`src/cbr_pkg.sv`:
```
// Package for the clock buffer management register bank.
// Assumes a single 100 MHz clock and a synchronous active-high reset.
package cbr_pkg;

	// ==========================================================
	// Register indices
	localparam logic [7:0] IDX_OE_LOW    = 8'h01;
	localparam logic [7:0] IDX_OE_HIGH   = 8'h02;
	localparam logic [7:0] IDX_RSVD3     = 8'h03;
	localparam logic [7:0] IDX_RSVD4     = 8'h04;
	localparam logic [7:0] IDX_REV_MAKER = 8'h05;
	localparam logic [7:0] IDX_PART      = 8'h06;
	localparam logic [7:0] IDX_COUNT     = 8'h07;

	// ==========================================================
	// Reset values and device address
	localparam logic [7:0]  OE_LOW_RESET  = 8'hff;
	localparam logic [3:0]  OE_HIGH_RESET = 4'hf;
	localparam logic [4:0]  COUNT_RESET   = 5'h08;
	localparam logic [6:0]  DEV_ADDR      = 7'h6c;

	// Identity values, arbitrary
	localparam logic [3:0]  REVISION_CODE = 4'h3;
	localparam logic [3:0]  MAKER_CODE    = 4'h5;
	localparam logic [7:0]  PART_CODE     = 8'h5a;

	// ==========================================================
	// Serial protocol states
	typedef enum logic [2:0] {
		ST_IDLE  = 3'b000,
		ST_ADDR  = 3'b001,
		ST_ACK   = 3'b010,
		ST_RX    = 3'b011,
		ST_TX    = 3'b100,
		ST_RACK  = 3'b101,
		ST_SKIP  = 3'b110
	} cbr_state_t;

	typedef struct packed {
		logic scl;
		logic sda;
	} cbr_bus_t;

endpackage

```
`src/cbr_edge.sv`:
```
// Line conditioner: compares the serial lines with their values one cycle earlier, flags edges and conditions, and passes SDA through undelayed.
// Assumes lines are already synchronous to clock_i.
`timescale 1ns/1ps
module cbr_edge (
	input  wire logic            clock_i,
	input  wire logic            rst_i,
	input  wire cbr_pkg::cbr_bus_t line_i,
	output logic                 scl_rise_o,
	output logic                 scl_fall_o,
	output logic                 start_o,
	output logic                 stop_o,
	output logic                 sda_o
);
	cbr_pkg::cbr_bus_t prev;

	always_ff @(posedge clock_i) begin
		if (rst_i) begin
			prev <= '{scl: 1'b1, sda: 1'b1};
		end else begin
			prev <= line_i;
		end
	end

	assign scl_rise_o = line_i.scl & ~prev.scl;
	assign scl_fall_o = ~line_i.scl & prev.scl;
	assign start_o    = line_i.scl & prev.scl & prev.sda & ~line_i.sda;
	assign stop_o     = line_i.scl & prev.scl & ~prev.sda & line_i.sda;
	assign sda_o      = line_i.sda;
endmodule

```
`src/cbr_regs.sv`:
```
// Management register bank of a twelve-output differential clock buffer, on the two-wire bus.
// Assumes serial lines synchronous to clock_i and open-drain SDA resolved outside.
//
// Overview of operation
// - Enable bits 7..4 of byte 1 gate outputs 7..4 and override the matching hardware enable pins.
// - Each output enable bit is read/write, resets to one, and zero forces its pair to low/low.
// - Byte 5 returns revision and maker codes and byte 6 returns the part code, both read-only.
// - Byte 7 bits 4..0 hold the count of bytes that block reads return, bits 7..5 read zero.
// - A block read returns the count then successive bytes from an auto-incremented index.
`timescale 1ns/1ps
module cbr_regs (
	input  wire logic         clock_i,
	input  wire logic         rst_i,
	input  wire logic         scl_i,
	input  wire logic         sda_i,
	input  wire logic [3:0]   oe_pin_n_i,
	output logic              sda_o,
	output logic              sda_oe_o,
	output logic [11:0]       out_run_o
);
	logic                scl_rise;
	logic                scl_fall;
	logic                start_c;
	logic                stop_c;
	logic                sda_s;
	cbr_pkg::cbr_state_t state;
	logic [7:0]          shreg;
	logic [3:0]          bitcnt;
	logic                rw_read;
	logic [1:0]          phase;
	logic [7:0]          index;
	logic [4:0]          remain;
	logic [7:0]          oe_low;
	logic [3:0]          oe_high;
	logic [4:0]          count;
	logic [7:0]          rd_data;
	logic                addr_ok;
	logic                first_tx;
	cbr_pkg::cbr_bus_t   bus_line;

	assign bus_line = '{scl: scl_i, sda: sda_i};

	cbr_edge u_edge (
		.clock_i    (clock_i),
		.rst_i      (rst_i),
		.line_i     (bus_line),
		.scl_rise_o (scl_rise),
		.scl_fall_o (scl_fall),
		.start_o    (start_c),
		.stop_o     (stop_c),
		.sda_o      (sda_s)
	);

	// ==========================================================
	// Read multiplexer
	always_comb begin
		if (index == cbr_pkg::IDX_OE_LOW) begin
			rd_data = oe_low;
		end else if (index == cbr_pkg::IDX_OE_HIGH) begin
			rd_data = {4'h0, oe_high};
		end else if (index == cbr_pkg::IDX_REV_MAKER) begin
			rd_data = {cbr_pkg::REVISION_CODE, cbr_pkg::MAKER_CODE};
		end else if (index == cbr_pkg::IDX_PART) begin
			rd_data = cbr_pkg::PART_CODE;
		end else if (index == cbr_pkg::IDX_COUNT) begin
			rd_data = {3'h0, count};
		end else begin
			rd_data = 8'h00;
		end
	end

	assign addr_ok = (shreg[7:1] == cbr_pkg::DEV_ADDR);

	// ==========================================================
	// Serial protocol engine
	always_ff @(posedge clock_i) begin
		if (rst_i) begin
			state    <= cbr_pkg::ST_IDLE;
			shreg    <= 8'h00;
			bitcnt   <= 4'h0;
			rw_read  <= 1'b0;
			phase    <= 2'd0;
			index    <= 8'h00;
			remain   <= 5'h00;
			sda_o    <= 1'b0;
			sda_oe_o <= 1'b0;
			first_tx <= 1'b0;
		end else if (stop_c) begin
			state    <= cbr_pkg::ST_IDLE;
			sda_oe_o <= 1'b0;
		end else if (start_c) begin
			state    <= cbr_pkg::ST_ADDR;
			bitcnt   <= 4'h0;
			phase    <= 2'd0;
			sda_oe_o <= 1'b0;
		end else begin
			case (state)
				cbr_pkg::ST_ADDR, cbr_pkg::ST_RX: begin
					if (scl_rise) begin
						shreg  <= {shreg[6:0], sda_s};
						bitcnt <= bitcnt + 4'h1;
					end else if (scl_fall && bitcnt == 4'h8) begin
						bitcnt <= 4'h0;
						if (state == cbr_pkg::ST_ADDR) begin
							if (addr_ok) begin
								rw_read  <= shreg[0];
								sda_oe_o <= 1'b1;
								state    <= cbr_pkg::ST_ACK;
								first_tx <= shreg[0];
							end else begin
								state <= cbr_pkg::ST_SKIP;
							end
						end else begin
							sda_oe_o <= 1'b1;
							state    <= cbr_pkg::ST_ACK;
							if (phase == 2'd0) begin
								index <= shreg;
								phase <= 2'd1;
							end else if (phase == 2'd1) begin
								remain <= shreg[4:0];
								phase  <= 2'd2;
							end else if (remain != 5'h00) begin
								index  <= index + 8'h01;
								remain <= remain - 5'h01;
							end
						end
					end
				end
				cbr_pkg::ST_ACK: begin
					if (scl_fall) begin
						if (rw_read) begin
							// Count byte starts with a reserved zero, so its first bit is always driven low
							sda_oe_o <= first_tx ? 1'b1 : ~rd_data[7];
							shreg    <= first_tx ? {3'h0, count} : rd_data;
							if (!first_tx) begin
								index <= index + 8'h01;
							end
							first_tx <= 1'b0;
							state    <= cbr_pkg::ST_TX;
						end else begin
							sda_oe_o <= 1'b0;
							state    <= cbr_pkg::ST_RX;
						end
					end
				end
				cbr_pkg::ST_TX: begin
					if (scl_fall) begin
						if (bitcnt == 4'h7) begin
							bitcnt   <= 4'h0;
							sda_oe_o <= 1'b0;
							state    <= cbr_pkg::ST_RACK;
						end else begin
							bitcnt   <= bitcnt + 4'h1;
							shreg    <= {shreg[6:0], 1'b0};
							sda_oe_o <= ~shreg[6];
						end
					end
				end
				cbr_pkg::ST_RACK: begin
					if (scl_rise) begin
						if (sda_s) begin
							state <= cbr_pkg::ST_SKIP;
						end else begin
							state <= cbr_pkg::ST_ACK;
						end
					end
				end
				default: begin
					sda_oe_o <= 1'b0;
				end
			endcase
		end
	end

	// ==========================================================
	// Register writes
	always_ff @(posedge clock_i) begin
		if (rst_i) begin
			oe_low  <= cbr_pkg::OE_LOW_RESET;
			oe_high <= cbr_pkg::OE_HIGH_RESET;
			count   <= cbr_pkg::COUNT_RESET;
		end else if (state == cbr_pkg::ST_RX && scl_fall && bitcnt == 4'h8
			     && phase == 2'd2 && remain != 5'h00) begin
			if (index == cbr_pkg::IDX_OE_LOW) begin
				oe_low <= shreg;
			end else if (index == cbr_pkg::IDX_OE_HIGH) begin
				oe_high <= shreg[3:0];
			end else if (index == cbr_pkg::IDX_COUNT) begin
				count <= shreg[4:0];
			end
		end
	end

	// ==========================================================
	// Output gating
	// Outputs 4..7 follow the register alone; their hardware enable pins carry no weight
	genvar g;
	generate
		for (g = 0; g < 12; g++) begin : g_out
			if (g >= 4 && g < 8) begin : g_pin
				always_ff @(posedge clock_i) begin
					if (rst_i) begin
						out_run_o[g] <= 1'b0;
					end else begin
						out_run_o[g] <= oe_low[g];
					end
				end
			end else if (g < 4) begin : g_low
				always_ff @(posedge clock_i) begin
					if (rst_i) begin
						out_run_o[g] <= 1'b0;
					end else begin
						out_run_o[g] <= oe_low[g];
					end
				end
			end else begin : g_high
				always_ff @(posedge clock_i) begin
					if (rst_i) begin
						out_run_o[g] <= 1'b0;
					end else begin
						out_run_o[g] <= oe_high[g - 8];
					end
				end
			end
		end
	endgenerate
endmodule

```
`config.mk`:
```
export PLATFORM = sky130hd
export DESIGN_NAME = cbr_regs
export DESIGN_NICKNAME = d
export VERILOG_FILES = /design/src/cbr_pkg.sv /design/src/cbr_edge.sv /design/src/cbr_regs.sv
export SDC_FILE = /design/constraint.sdc
export NUM_CORES = 1
export LEC_CHECK = 0
export ABC_AREA = 1
export BUFFER_PORTS_ARGS = -buffer_cell sky130_fd_sc_hd__clkbuf_2
export CORE_MARGIN = 1
export CORE_UTILIZATION = 40
export CTS_CLUSTER_SIZE = 25
export DETAILED_ROUTE_END_ITERATION = 8
export GPL_ROUTABILITY_DRIVEN = 0
export GPL_TIMING_DRIVEN = 0
export PLACE_DENSITY_LB_ADDON = 0.2
export SLEW_MARGIN = 30
export SYNTH_ARGS = -nofsm -noshare
export SYNTH_HDL_FRONTEND = slang
export SYNTH_SLANG_ARGS = --single-unit
```
`constraint.sdc`:
```
create_clock -name clock_i -period 2.94 [get_ports clock_i]
set_input_delay 0.441 -clock clock_i [delete_from_list [all_inputs] [get_ports clock_i]]
set_output_delay 0.441 -clock clock_i [all_outputs]
set_load 0.02 [all_outputs]
```
==> flow_summary.json <==
{
  "final-seq-area_um2": 1280,
  "slew_viol_final": 0,
  "final_cell_mix": "nand2_1 (152), nor2_1 (96), inv_1 (73)",
  "critPathSlowestCell": "nor2_1",
  "fmax_ghz": 0.518,
  "port_buffers": 16,
  "routedWlPerCell_um": 13.2,
  "vias": 3478,
  "track_usage_pct": 22.2,
  "cp-end-kind": "flip-flop",
  "placed_cells": 678,
  "dr.pass1.iters": 5,
  "die_h_um": 96.0,
  "relSlewSlack_pct": 59.4,
  "syn_area_per_cell_um2": 6.34,
  "grt_antenna_before_repair": 0,
  "setup_violations": 0,
  "synth_cell_types": 32,
  "ioPinCount": 22,
  "dieArea_um2": 9210,
  "cts.sinks": 64,
  "antenna_left": 0,
  "worstSetupStartpointType": "flip-flop",
  "yosysWarnings": 0,
  "cts_resized": 0,
  "cts_inserted_buffers": 9,
  "start_util_pct": 42.2,
  "worst_ep_arrival_time_ns": 2.18,
  "ys_seq_area_share_pct": 36.3,
  "hold_path.class": "primary input to flip-flop",
  "fillCellCount": 905,
  "synth_nets": 572,
  "max_stage_delay_ns": 0.47,
  "drv_cap": 0,
  "period_share_pct": 65.6,
  "die_w_um": 96.0,
  "worstPathRequired_ns": 3.20,
  "p_per_area_nw_per_um2": 812,
  "ir_drop_v": 0.000348,
  "overflow": 0,
  "p_leak_nw": 1.95,
  "final_layout_size_suffix_gt1_share_pct": 8.83,
  "path_clk_slew_ns": 0.08,
  "fin_setup_tns_ns": 0,
  "fin_crit_ns": 1.93,
  "layout.nets": 599,
  "dr.first_iter.drc_count": 185,
  "crit_chain": "inv_2 -> nand2_1 -> nor2_1 -> nand2_1 -> nand2_1 -> inv_2 -> nand2_1 -> buf_6 -> nand2_1 -> nand2_1 -> nor2_1",
  "cpMostUsedCell": "nand2_1",
  "multi_input_area_um2": 1890,
  "core_area_um2": 8380,
  "drc": 0,
  "num_antenna_cells": 0,
  "clock_latency_ns": 0.35,
  "layout_commonest_cell": "nand2_1",
  "wirelength_um": 9130,
  "rsz0062_at_grt": "no",
  "root_buffer": "clkbuf_8",
  "whs_ns": 0.321,
  "outcome": "complete, no violations",
  "ys_ff_latch": 64,
  "synth_area_um2": 3530,
  "htree_levels": 3,
  "syn_to_final_growth_pct": 12.4,
  "grt_pass1_vias": 3265,
  "hpwl_um": 6950,
  "finalClockSkew_ns": 0.00817,
  "hold_buffers": 0,
  "grt_pass1_wl_um": 15500,
  "tightest_slew_ns": 0.607,
  "instances_no_fill": 694,
  "grt_max_degree": 14,
  "critPathMaxFanout": 10,
  "postCtsSetupBuffers": 0,
  "num_rows": 33,
  "synth_cells": 557,
  "vias_per_cell": 5.01,
  "worstSetupPathType": "flip-flop to flip-flop",
  "cts_tree": "yes",
  "finalHoldViolations": 0,
  "cts_buffer_depth": 2
}
[worst paths after layout]
path | from | to | slack [ns] | cells past startpoint
min reg2reg | oe_low[5]$_SDFFE_PP1P_ | out_run_o[5]$_SDFF_PP0_ | 0.46 | 2
max reg2reg | state[2]$_SDFFE_PP0P_ | index[6]$_SDFFE_PP0P_ | 1.01 | 11
min | scl_i | u_edge.prev[1]$_SDFF_PP1_ | 0.32 | 3
max | state[2]$_SDFFE_PP0P_ | index[6]$_SDFFE_PP0P_ | 1.01 | 11
[critical path: cells and delay by family, from the launching register on]
kind / cells / cell delay [ns]
AND/OR/NAND/NOR: 8 / 1.14
flip-flops: 1 / 0.35
buffers and inverters: 3 / 0.35
[cell type report]
class	count	area share, %
plain buffers	13	2.05
clock buffers	9	3.12
clock inverters	7	2.58
inverters	76	7.18
multi-input cells	404	47.5
flip-flops and latches	64	32.3
well taps	105	3.31
repair buffers	16	2.02
[synth_stat cells, drive strengths merged]
master | instances | share of area (%)
nor3b | 1 | 0.21
xor2 | 5 | 1.2
nor3 | 11 | 1.9
a21oi | 32 | 4.5
dfxtp | 64 | 36
nand3 | 32 | 4.7
a21boi | 1 | 0.21
inv | 76 | 8.1
o22ai | 1 | 0.18
conb | 1 | 0.11
nand2 | 154 | 17
and2 | 1 | 0.18
nand4 | 10 | 2.2
o211ai | 9 | 1.9
clkbuf | 5 | 0.53
buf | 8 | 1.8
nor2 | 100 | 11
o31ai | 1 | 0.21
o21ai | 34 | 4.8
ha | 7 | 2.5
xnor2 | 1 | 0.25
nand3b | 2 | 0.42
a31oi | 1 | 0.18
[power breakdown]
group / internal (mW) / switching, mW
clock network: 0.486 / 0.394
logic: 0.399 / 0.829
registers: 0.986 / 0.132
[registers in the layout, indices dropped and copies added (netlist names), 2 cells and up]
name,cells
bitcnt,4
oe_low,8
state,3
phase,2
out_run_o,12
oe_high,4
u_edge.prev,2
index,8
shreg,8
count,5
remain,5
[cell families after synthesis]
| kind of cell | after synthesis | synth area share (%) |
|---|---|---|
| flops | 64 | 36.3 |
| xor+xnor | 6 | 1.49 |
| fa+ha+maj | 7 | 2.48 |
| other cells | 1 | 0.106 |
| compound gates | 79 | 12.0 |
| simple gates | 311 | 37.3 |
| buf+inv | 89 | 10.4 |
[stage by stage]
stage                     setup slack (ns)  utilization, %  total power, mW  instance area, µm²
after global routing                 0.882            47.4             3.46                3970
after floorplan                       1.35               -             2.04                3530
after global placement               0.969            44.7             2.33                3740
final                                 1.01            47.4             3.23                3970
after CTS                             1.08            47.4             3.23                3970
after detailed placement             0.955            44.7             2.35                3740
[routing by layer]
metal / share of wire, % / vias up / global-route usage (%)
met4: 2.4 / 0 / 9.83
li1: - / 1813 / -
met3: 4.0 / 15 / 4.11
met5: 0 / - / 0
met2: 46 / 86 / 36.9
met1: 48 / 1564 / 27.9
No activity file was read; power rests on OpenSTA's default activity.
